===== src/vce_defs.svh =====
`ifndef VCE_DEFS_SVH
`define VCE_DEFS_SVH
// instruction encoding fields (crn, crm, opc2)
`define VCE_CRN_GIC      4'hc
`define VCE_CRM_G0       4'h8
`define VCE_CRM_G1       4'hc
`define VCE_CRM_DEACT    4'hb
`define VCE_OPC2_EOI     3'h1
`define VCE_OPC2_PEND    3'h2
// identifier field layout
`define VCE_ID_W         24
`define VCE_ID16_MASK    24'h00ffff
`define VCE_ID_SPURIOUS  24'h0003ff
`define VCE_RSVD_ZERO    8'h00
// group count and response reset values
`define VCE_NUM_GRP      2
`define VCE_RDATA_RST    32'h0000_0000
`define VCE_ID_RST       24'h000000
`endif


===== src/vce_pkg.sv =====
package vce_pkg;
    // where an access goes after routing and trap checks
    typedef enum logic [2:0] {
        VCE_DEST_NONE,
        VCE_DEST_VIRT,
        VCE_DEST_PHYS,
        VCE_DEST_TRAP_EL2,
        VCE_DEST_TRAP_EL1,
        VCE_DEST_UNDEF
    } vce_dest_t;
    // which register the encoding names
    typedef enum logic [2:0] {
        VCE_REG_NONE,
        VCE_REG_EOI0,
        VCE_REG_EOI1,
        VCE_REG_PEND0,
        VCE_REG_PEND1,
        VCE_REG_DEACT
    } vce_reg_t;
endpackage

===== src/vce_eoi_pending.sv =====
`timescale 1ns/100ps
`default_nettype none
`include "vce_defs.svh"
// Behaviour
// - eoi mode 0: group1 eoi write drops priority and deactivates the interrupt
// - eoi mode 1: group1 eoi write only drops priority
// - split mode: deactivate register write deactivates the named interrupt
// - registers are 32 bits, identifier in 23:0, 31:24 reserved
// - identifier is 16 or 24 bits per width field; 23:16 reserved if 16
// - group0 pending read returns highest pending group0 identifier
// - group1 pending read returns highest pending group1 identifier
// - unobservable highest pending reads as 1023 only
// - group1 eoi goes virtual only with irq routing set, else physical
// - group0 pending read goes virtual only with fiq routing set
// - group1 pending read goes virtual only with irq routing set
// - coprocessor group12 trap sends these accesses to hypervisor
// - trap all group1 sends group1 eoi and pending accesses to el2
// - trap all group0 sends group0 eoi and pending accesses to el2
// - 64-bit sysreg enable clear traps these accesses to el1
// - 32-bit sysreg enable clear makes these accesses undefined
// - crn c, crm c, opc2 1 write is group1 eoi
// - crn c, crm 8, opc2 1 write is group0 eoi
// - crn c, crm 8, opc2 2 read is group0 pending
module vce_eoi_pending (
    // clock and reset
    input  wire logic        sys_clk,
    input  wire logic        rst_b,
    // system register access from the core (non-secure el1)
    input  wire logic        acc_valid,
    input  wire logic        acc_write,
    input  wire logic [3:0]  acc_crn,
    input  wire logic [3:0]  acc_crm,
    input  wire logic [2:0]  acc_opc2,
    input  wire logic [31:0] acc_wdata,
    output logic             acc_done,
    output logic [31:0]      acc_rdata,
    output vce_pkg::vce_dest_t acc_dest,
    // hypervisor routing, traps and enables
    input  wire logic        fiq_route_to_virtual,
    input  wire logic        irq_route_to_virtual,
    input  wire logic        coproc_group12_trap,
    input  wire logic        trap_all_group0,
    input  wire logic        trap_all_group1,
    input  wire logic        sysreg_enable_64,
    input  wire logic        sysreg_enable_32,
    // virtual interface control fields
    input  wire logic        split_priority_drop_select,
    input  wire logic        identifier_width_field,
    // highest pending state from the list registers
    input  wire logic        g0_pending_valid,
    input  wire logic [23:0] g0_pending_id,
    input  wire logic        g1_pending_valid,
    input  wire logic [23:0] g1_pending_id,
    // virtual interrupt state updates
    output logic             prio_drop,
    output logic             prio_drop_grp1,
    output logic             deactivate,
    output logic [23:0]      op_identifier
);

    // decoded request, used for both destination choice and action;
    // only the five encodings below are claimed, anything else in the
    // same crn space belongs to other registers and is left unanswered,
    // so acc_done stays low and the core's own decode must handle it
    function automatic vce_pkg::vce_reg_t decode_reg(
        input logic       wr,
        input logic [3:0] crn,
        input logic [3:0] crm,
        input logic [2:0] opc2
    );
        decode_reg = vce_pkg::VCE_REG_NONE;
        if (crn == `VCE_CRN_GIC) begin
            if (wr && crm == `VCE_CRM_G1 && opc2 == `VCE_OPC2_EOI)
                decode_reg = vce_pkg::VCE_REG_EOI1;
            else if (wr && crm == `VCE_CRM_G0 && opc2 == `VCE_OPC2_EOI)
                decode_reg = vce_pkg::VCE_REG_EOI0;
            else if (!wr && crm == `VCE_CRM_G0 && opc2 == `VCE_OPC2_PEND)
                decode_reg = vce_pkg::VCE_REG_PEND0;
            else if (!wr && crm == `VCE_CRM_G1 && opc2 == `VCE_OPC2_PEND)
                decode_reg = vce_pkg::VCE_REG_PEND1;
            else if (wr && crm == `VCE_CRM_DEACT && opc2 == `VCE_OPC2_EOI)
                decode_reg = vce_pkg::VCE_REG_DEACT;
        end
    endfunction

    // clip an identifier to the implemented width; with 16-bit ids the
    // upper byte of the field is reserved, so it reads zero and written
    // ones there can never name a different interrupt
    function automatic logic [23:0] clip_id(input logic wide, input logic [23:0] id);
        clip_id = wide ? id : (id & `VCE_ID16_MASK);
    endfunction

    vce_pkg::vce_reg_t  reg_sel;
    vce_pkg::vce_dest_t dest_d,  dest_q;
    logic               done_d,  done_q;
    logic [31:0]        rdata_d, rdata_q;
    logic               drop_d,  drop_q;
    logic               drop1_d, drop1_q;
    logic               deact_d, deact_q;
    logic [23:0]        id_d,    id_q;
    logic               is_g1;
    logic               route_virt;
    logic [23:0]        wr_id;

    // trap outcome, kept apart from routing so the priority order
    // can be read in one place and checked against the enables
    logic               trap_hit;
    vce_pkg::vce_dest_t trap_dest;
    // group 0 class: the deactivate register is in neither class
    logic               is_g0_class;
    // per-group pending words, index 0 for group 0 and 1 for group 1
    logic [1:0]         pend_valid;
    logic [1:0][23:0]   pend_id;
    logic [1:0][31:0]   pend_word;

    assign reg_sel = decode_reg(acc_write, acc_crn, acc_crm, acc_opc2);
    assign is_g1   = (reg_sel == vce_pkg::VCE_REG_EOI1) || (reg_sel == vce_pkg::VCE_REG_PEND1);
    // reserved write bits never reach the interrupt state
    assign wr_id   = clip_id(identifier_width_field, acc_wdata[23:0]);

    // access classes; the deactivate register belongs to neither group
    // because its group is only known from the identifier, which this
    // block does not look up (list register state lives outside)
    assign is_g0_class = (reg_sel == vce_pkg::VCE_REG_EOI0) ||
                         (reg_sel == vce_pkg::VCE_REG_PEND0);

    // both pending words are built every cycle; a read then only selects
    // one, which keeps the read path as short as the write path
    assign pend_valid = {g1_pending_valid, g0_pending_valid};
    assign pend_id    = {g1_pending_id, g0_pending_id};
    genvar grp;
    generate
        for (grp = 0; grp < `VCE_NUM_GRP; grp++) begin : g_pend
            // no observable pending interrupt reads as the spurious id, never stale
            assign pend_word[grp] = {`VCE_RSVD_ZERO, pend_valid[grp] ?
                clip_id(identifier_width_field, pend_id[grp]) : `VCE_ID_SPURIOUS};
        end
    endgenerate

    // routing: each group follows its own routing bit; the deactivate
    // register follows either bit, since the group of the named id is
    // not known here; a deactivate for a group that is not virtualised
    // is therefore a guest error that this block cannot catch
    always_comb begin
        case (reg_sel)
            vce_pkg::VCE_REG_EOI1:  route_virt = irq_route_to_virtual;
            vce_pkg::VCE_REG_PEND1: route_virt = irq_route_to_virtual;
            vce_pkg::VCE_REG_PEND0: route_virt = fiq_route_to_virtual;
            vce_pkg::VCE_REG_EOI0:  route_virt = fiq_route_to_virtual;
            vce_pkg::VCE_REG_DEACT: route_virt = fiq_route_to_virtual | irq_route_to_virtual;
            default:                route_virt = 1'b0;
        endcase
    end

    // trap checks in fixed order: undefined, el1, then the hypervisor traps;
    // a trapped access is answered with its destination and changes no state,
    // so software at the higher level can emulate it without side effects
    always_comb begin
        trap_hit  = 1'b1;
        trap_dest = vce_pkg::VCE_DEST_NONE;
        if (!sysreg_enable_32)
            trap_dest = vce_pkg::VCE_DEST_UNDEF;
        else if (!sysreg_enable_64)
            trap_dest = vce_pkg::VCE_DEST_TRAP_EL1;
        else if (coproc_group12_trap)
            trap_dest = vce_pkg::VCE_DEST_TRAP_EL2;
        else if (is_g1 && trap_all_group1)
            trap_dest = vce_pkg::VCE_DEST_TRAP_EL2;
        else if (is_g0_class && trap_all_group0)
            trap_dest = vce_pkg::VCE_DEST_TRAP_EL2;
        else
            trap_hit = 1'b0;
    end

    // next response: traps first, then routing, then the virtual action
    always_comb begin
        dest_d  = vce_pkg::VCE_DEST_NONE;
        done_d  = 1'b0;
        rdata_d = 32'h0000_0000;
        drop_d  = 1'b0;
        drop1_d = 1'b0;
        deact_d = 1'b0;
        id_d    = id_q;
        if (acc_valid && reg_sel != vce_pkg::VCE_REG_NONE) begin
            done_d = 1'b1;
            if (trap_hit)
                dest_d = trap_dest;
            else if (!route_virt)
                dest_d = vce_pkg::VCE_DEST_PHYS;
            else begin
                dest_d = vce_pkg::VCE_DEST_VIRT;
                case (reg_sel)
                    vce_pkg::VCE_REG_EOI0, vce_pkg::VCE_REG_EOI1: begin
                        // id trusted to match the last acknowledge; no check here,
                        // so a guest that breaks the order drops the wrong priority
                        // and only the outer state tracking can notice it
                        drop_d  = 1'b1;
                        drop1_d = (reg_sel == vce_pkg::VCE_REG_EOI1);
                        deact_d = !split_priority_drop_select;
                        id_d    = wr_id;
                    end
                    vce_pkg::VCE_REG_DEACT: begin
                        deact_d = split_priority_drop_select;
                        id_d    = wr_id;
                    end
                    vce_pkg::VCE_REG_PEND0: begin
                        rdata_d = pend_word[0];
                    end
                    vce_pkg::VCE_REG_PEND1: begin
                        rdata_d = pend_word[1];
                    end
                    default: ;
                endcase
            end
        end
    end

    // response registers; every output is a flop so the core sees
    // a clean one-cycle answer, at the cost of one cycle of latency;
    // reset clears the pulses and the held identifier, so a look at
    // it right after reset never shows a stale id
    always_ff @(posedge sys_clk) begin
        if (!rst_b) begin
            dest_q  <= vce_pkg::VCE_DEST_NONE;
            done_q  <= 1'b0;
            rdata_q <= `VCE_RDATA_RST;
            drop_q  <= 1'b0;
            drop1_q <= 1'b0;
            deact_q <= 1'b0;
            id_q    <= `VCE_ID_RST;
        end else begin
            dest_q  <= dest_d;
            done_q  <= done_d;
            rdata_q <= rdata_d;
            drop_q  <= drop_d;
            drop1_q <= drop1_d;
            deact_q <= deact_d;
            id_q    <= id_d;
        end
    end

    // outputs: pulses stand one cycle, op_identifier holds the id of
    // the last virtual end of interrupt or deactivate until the next one
    assign acc_done      = done_q;
    assign acc_dest      = dest_q;
    assign acc_rdata     = rdata_q;
    assign prio_drop     = drop_q;
    assign prio_drop_grp1 = drop1_q;
    assign deactivate    = deact_q;
    assign op_identifier = id_q;

endmodule // vce_eoi_pending
`default_nettype wire


===== config.mk =====
export PLATFORM = sky130hd
export DESIGN_NAME = vce_eoi_pending
export DESIGN_NICKNAME = d
export VERILOG_FILES = /design/src/vce_pkg.sv /design/src/vce_eoi_pending.sv
export VERILOG_INCLUDE_DIRS = /design/src
export SDC_FILE = /design/constraint.sdc
export NUM_CORES = 1
export LEC_CHECK = 0
export BUFFER_PORTS_ARGS = -buffer_cell sky130_fd_sc_hd__buf_2
export CAP_MARGIN = 10
export CORE_ASPECT_RATIO = 0.8
export CORE_MARGIN = 1.5
export CORE_UTILIZATION = 44
export DETAILED_ROUTE_END_ITERATION = 10
export GPL_ROUTABILITY_DRIVEN = 0
export PLACE_DENSITY_LB_ADDON = 0.25
export SLEW_MARGIN = 25
export SYNTH_ARGS = -nofsm -noshare
export SYNTH_HDL_FRONTEND = slang
export SYNTH_SLANG_ARGS = --single-unit
export TNS_END_PERCENT = 1

===== constraint.sdc =====
create_clock -name sys_clk -period 2.6 [get_ports sys_clk]
set_input_delay 0.39 -clock sys_clk [delete_from_list [all_inputs] [get_ports sys_clk]]
set_output_delay 0.39 -clock sys_clk [all_outputs]
set_load 0.01 [all_outputs]

==> results of run 1 <==
-- kinds of logic (layout without fill, tap and decap cells) --
group | after synthesis | count (layout)
AO/OA/AOI/OAI | 62 | 62
buffers and inverters | 28 | 170
flip-flops | 55 | 55
multiplexers | 25 | 25
other | 1 | 8
AND/OR/NAND/NOR | 93 | 93
-- critical path: stages --
cell     delay, ns
buf_2         0.12
nor4b_4       0.44
and4_1        0.30
and2_1        0.47
a22oi_1       0.17
nor3b_1       0.23
-- power by group through the flow --
stage               Clock [mW]  Sequential, mW  Combinational, mW
global placement             0           0.861              0.130
detailed placement           0           0.861              0.132
CTS                      0.501           0.842              0.132
floorplan                    0           0.861             0.0549
finish                   0.482           0.842              0.132
global route             0.527           0.842              0.149
-- cells in the mapped netlist, types with 4 or more instances --
library cell	number
dfxtp_1	55
nand2_1	48
mux2i_1	25
o21ai_0	22
a21oi_1	14
a22oi_1	14
buf_4	9
nand3_1	9
nor2_1	9
clkbuf_1	8
nor3b_1	6
and2_1	5
inv_1	4
-- area by class of cell --
type	count	area (µm²)
tap	65	81.3
timing repair buffer	158	818
fill	494	2110
inverter	4	15.0
sequential	55	1100
clock inverter	1	8.76
clock buffer	7	86.3
multi-input combinational	188	1180
-- layer usage --
metal	share of wire [%]	wire, µm	vias up
met5	0	0	-
met4	0.76	46	0
met3	7.9	480	4
met2	48	2880	109
met1	44	2650	1059
li1	-	-	1202
-- final timing paths --
kind | from | to | slack (ns)
max reg2reg | op_identifier[14] | op_identifier[14] | 1.99
min reg2reg | op_identifier[9] | op_identifier[9] | 0.46
max | acc_opc2[2] | acc_rdata[20] | 0.69
min | sysreg_enable_64 | acc_dest[2] | 0.29
-- stage by stage --
stage               hold slack (ns)  instances  area (µm²)
floorplan                     0.479        271        2480
global placement              0.439        470        3200
detailed placement            0.446        470        3200
CTS                           0.281        478        3290
global route                  0.285        478        3290
finish                        0.292        478        3290
-- state kept, by name, summed over array words and instances, names as in the netlist --
register        cells
acc_rdata          24
prio_drop           1
deactivate          1
acc_dest            3
acc_done            1
prio_drop_grp1      1
op_identifier      24
==> metrics.csv, run 1 <==
stage;metric;value;unit
outcome;status;completed;
grt;vias in the first global route;2197;
grt;met3 Use GR;6.19;%
power;combinational power share;9.1;%
grt;met2 usage;34.4;%
grt;wire length of the first global-routing pass;9860;µm
layout;most frequent cells in the layout;buf_2, dfxtp_1, nand2_1;
synth;sequential area share after synthesis;44.9;%
synth;#FFs+latches synth;55;
synth;area leader, netlist;dfxtp_1;
min_path;hold path cells;2;
synth;largest family of logic cells by synthesized area;simple AND/OR/NAND/NOR gates;
power;Max rail drop VDD;0.228;mV
route;final WL;6060;µm
setup_path;Critical Path RT;2.81;ns
floorplan;Core Region;5410;µm²
clock_tree;Clk pin slew, worst setup/hold paths;0.09;ns
grt;initial antenna violation count;0;
synth;Post-Synth Simple-Gate Area;20.8;%
synth;top-area cell type share of the netlist area;44.9;%
timing;Final Slew Violations;0;
synth;post-synthesis compound-gate area fraction;16.0;%
synth;top area cells in the synthesized netlist;dfxtp_1, mux2i_1, nand2_1;
place;HPWL Detailed;4660;µm
floorplan;die area;6040;µm²
layout;Final Util;60.9;%
power;pwr/cell area;442;nW/µm²
setup_path;crit start category;input pin;
timing;final worst slack;0.691;ns
setup_path;Reg2Reg Depth;2;
synth;Post-Syn Area per Cell;9.29;µm²
clock_tree;clk_lat worst skew;0.29;ns
clock_tree;TritonCTS Buffers;5;
timing;Tcrit/Tclk final;73.4;%
route;DR iter-0 viols;108;
timing;skew final;0;ns
power;Sw Ratio;22.4;%
floorplan;Die Ht;69.8;µm
timing;total negative slack;0;ns
layout;layout cells sized above 1;43.6;%
floorplan;io pins;169;
synth;Post-Synth Adder-Cell Area;0;%
synth;post-synthesis xor/xnor area fraction;0;%
grt;GR peak layer;met2;
timing;Setup violations, final;0;
grt;grt ovf;0;
power;Reg power frac;57.8;%
setup_path;Crit Path Max Fanout;14;
synth;synthesized cell area;2450;µm²
layout;Area Growth Syn to Fin;34.2;%
layout;nets;518;
clock_tree;CTS tree;yes;
clock_tree;clk sinks;55;
route;DRC viols;0;
synth;Post-synth EDFFs;0;
power;Leak Pwr;1.52;nW
synth;top_reg_cell synth;dfxtp_1;
route;Antenna Nets Post-Route;0;
synth;cells after synthesis;264;
setup_path;WS Path Type;in2reg;
grt;Total GRT Usage;20.4;%
run;# Max-Cap Violations;0;
timing;Rel. slew slack;65.6;%
synth;Post-synth ARST share;0;%
timing;fin crit period;1.91;ns
timing;slew of the pin with the lowest slew margin;0.516;ns
synth;yosys synthesis warning count;0;
timing;Max Freq;524;MHz
route;Routed wire per std cell;12.7;µm
place;Buffers on Ports;152;
power;Overall Power;1.46;mW
setup_path;CP Capture Type;flop;
power;Internal Power;1.13;mW
clock_tree;Post-CTS Setup Inserts;0;
place;pre-CTS setup slack;0.410;ns
clock_tree;H-tree depth;2;
layout;n_diodes;0;
clock_tree;CTS root buf;clkbuf_8;
floorplan;die width;86.5;µm
route;via count;2374;
grt;largest net degree at the start of global routing;49;
clock_tree;CTS max path bufs;2;
clock_tree;post-CTS sizing;0;
floorplan;num rows;24;
setup_path;CP Data Arrival Time;2.12;ns
floorplan;Initial Utilization;45.4;%
clock_tree;hold buffers post-CTS;0;
layout;most common cell after layout, fill and taps aside;buf_2;
grt;met1 GRT Util;25.2;%
route;routed vias/inst;4.97;
min_path;class of the worst hold path;in2reg;
route;Pre-antenna DRT Iters;4;
timing;Hold Fails Final Rpt;0;
synth;Synth cell types;39;
power;P_sw;0.327;mW
power;Clk pwr share;33.1;%
timing;RSZ-0062 raised after global routing;false;
synth;multiplexer share of the synthesized area;10.2;%
Note: power is estimated with default switching activity, not from simulation.
==> run 2: changes to the inputs <==
- ABC_AREA: not set -> 1
- CORE_UTILIZATION: 44 -> 43
- clock period: 2.6 -> 1.9 ns (I/O delays scaled with it)
==> run 2 against run 1 <==
Utilization up 1.3 points. Wire length increased by 16%. Synthesized cell count increased by 46%. Die area up 11%. Worst setup slack worse by 0.50 ns. Final area increased by 12%. Worst hold slack got worse by 0.13 ns. Clock skew did not move. Sequential cell count unchanged. Sequential share of layout area is 3.7 points lower. Critical endpoint is now op_identifier[1].
==> metrics.csv, run 2 <==
stage;metric;value;unit
timing;skew final;0;ns
clock_tree;CTS root buf;clkbuf_8;
route;via count;2860;
clock_tree;TritonCTS Buffers;5;
setup_path;WS Path Type;in2reg;
synth;Post-synth ARST share;0;%
timing;Setup violations, final;0;
layout;most common cell after layout, fill and taps aside;buf_2;
synth;Post-synth EDFFs;0;
synth;Synth cell types;30;
timing;fin crit period;1.70;ns
timing;Hold Fails Final Rpt;0;
floorplan;io pins;169;
synth;#FFs+latches synth;55;
grt;largest net degree at the start of global routing;45;
setup_path;Critical Path RT;2.14;ns
route;final WL;7020;µm
setup_path;CP Capture Type;flop;
route;Antenna Nets Post-Route;0;
route;routed vias/inst;4.55;
setup_path;origin of the critical flop-to-flop path;op_identifier[1];
place;pre-CTS setup slack;-0.112;ns
setup_path;reg2reg end;op_identifier[1];
power;Max rail drop VDD;0.367;mV
clock_tree;CTS tree;yes;
layout;layout cells sized above 1;38.4;%
floorplan;Core Region;5940;µm²
clock_tree;clk sinks;55;
run;# Max-Cap Violations;0;
place;Post-DP Area;3590;µm²
layout;most frequent cells in the layout;buf_2, nand2_1, nor2_1;
floorplan;die width;91.0;µm
synth;multiplexer share of the synthesized area;0;%
synth;Post-Synth Adder-Cell Area;0;%
setup_path;Reg2Reg Depth;4;
layout;n_diodes;0;
outcome;status;completed;
timing;RSZ-0062 raised after global routing;false;
grt;Total GRT Usage;20.7;%
floorplan;Die Ht;73.4;µm
synth;Post-Synth Simple-Gate Area;32.9;%
synth;most frequent cell after synthesis;nand2_1;
clock_tree;clk_lat worst skew;0.30;ns
grt;vias in the first global route;2562;
synth;top area cells in the synthesized netlist;dfxtp_1, nand2_1, nor2_1;
timing;total negative slack;0;ns
synth;largest family of logic cells by synthesized area;simple AND/OR/NAND/NOR gates;
min_path;min-delay src;sysreg_enable_32;
floorplan;die area;6690;µm²
grt;grt ovf;0;
min_path;class of the worst hold path;in2reg;
grt;initial antenna violation count;0;
layout;Area Growth Syn to Fin;38.7;%
synth;top-area cell type share of the netlist area;41.3;%
power;pwr/cell area;534;nW/µm²
floorplan;num rows;25;
clock_tree;H-tree depth;2;
setup_path;Crit Path Max Fanout;44;
route;DR iter-0 viols;70;
layout;design area;3700;µm²
floorplan;Initial Utilization;44.9;%
clock_tree;CTS max path bufs;2;
synth;yosys synthesis warning count;0;
place;HPWL Detailed;5290;µm
clock_tree;Clk pin slew, worst setup/hold paths;0.09;ns
min_path;sink of the worst hold path;acc_dest[0];
layout;nets;652;
setup_path;crit start category;input pin;
synth;cells after synthesis;385;
route;Routed wire per std cell;11.2;µm
setup_path;CP Data Arrival Time;1.95;ns
timing;Tcrit/Tclk final;89.7;%
synth;area leader, netlist;dfxtp_1;
route;DRC viols;0;
timing;Max Freq;587;MHz
synth;post-synthesis xor/xnor area fraction;0;%
synth;synthesized cell area;2670;µm²
synth;Post-Syn Area per Cell;6.93;µm²
min_path;hold path cells;2;
synth;sequential area share after synthesis;41.3;%
route;Pre-antenna DRT Iters;4;
place;Buffers on Ports;152;
setup_path;reg2reg setup slack;1.26;ns
synth;top_reg_cell synth;dfxtp_1;
timing;Final Slew Violations;0;
synth;most frequent cells after synthesis;nand2_1, nor2_1, dfxtp_1, inv_1, o21ai_0;
power;Leak Pwr;2.03;nW
synth;post-synthesis compound-gate area fraction;12.3;%
grt;wire length of the first global-routing pass;11200;µm
timing;final worst slack;0.195;ns
-- run 2: layer usage --
layer / part of all wire [%] / global-route usage (%)
met5: 0 / 0
met4: 0.78 / 5.90
met1: 44 / 24.7
met3: 8.0 / 6.21
met2: 47 / 36.3
-- run 2: area by class of cell --
class | count | area, µm²
Tap cell | 81 | 101
Inverter | 56 | 210
Sequential cell | 55 | 1100
Fill cell | 574 | 2240
Clock inverter | 2 | 12.5
Clock buffer | 6 | 72.6
Timing Repair Buffer | 171 | 953
Multi-Input combinational cell | 257 | 1250
-- run 2: report_power, final --
| part | total (mW) | internal, mW | switching, mW |
|---|---|---|---|
| clock | 0.636 | 0.259 | 0.377 |
| sequential | 1.15 | 1.15 | 0.00000571 |
| combinational | 0.186 | 0.0889 | 0.0971 |
| total | 1.97 | 1.50 | 0.475 |
-- run 2: worst max-delay path, cell delays in order --
cell and delay [ns]:
buf_2 0.12, nand2_1 0.13, inv_2 0.04, nand2_1 0.07
nor2_2 0.05, nor2_2 0.17, nand2_1 0.11, o211ai_2 0.15
nand2_1 0.11, nor2_4 0.21, nand3_4 0.10, buf_12 0.19
nand2_1 0.07, nand2_1 0.04, nor2_1 0.10
-- run 2: what timing repair did --
action | CTS | global route
gates resized for setup | 0 | 4
endpoints found under the setup margin | 0 | 15
hold buffers | 0 | 0
buffers inserted | 0 | 1
-- run 2: worst max path at each step --
stage,start,to,slack (ns),cells past startpoint
final,acc_write,op_identifier[1],0.20,15
after global routing,acc_opc2[2],op_identifier[2],0.007,15
after CTS,acc_crm[0],op_identifier[1],0.20,15
after detailed placement,acc_crm[0],op_identifier[1],-0.11,15
after global placement,acc_crm[0],op_identifier[12],-0.05,14
after floorplan,acc_crn[1],op_identifier[0],0.11,11
-- run 2: metrics by stage --
| stage | hold WS (ns) | total power [mW] | instances | util [%] |
|---|---|---|---|---|
| floorplan | 0.381 | 1.25 | 392 | - |
| global placement | 0.478 | 1.36 | 619 | 60.5 |
| detailed placement | 0.481 | 1.36 | 619 | 60.5 |
| CTS | 0.150 | 1.99 | 627 | 61.9 |
| global route | 0.151 | 2.06 | 628 | 62.2 |
| finish | 0.161 | 1.97 | 628 | 62.2 |
-- run 2: cell families after synthesis --
kind of cell / count (synthesis)
other: 1
and+or+nand+nor: 196
DFF: 55
AOI/OAI and AO/OA: 53
buffers and inverters: 80
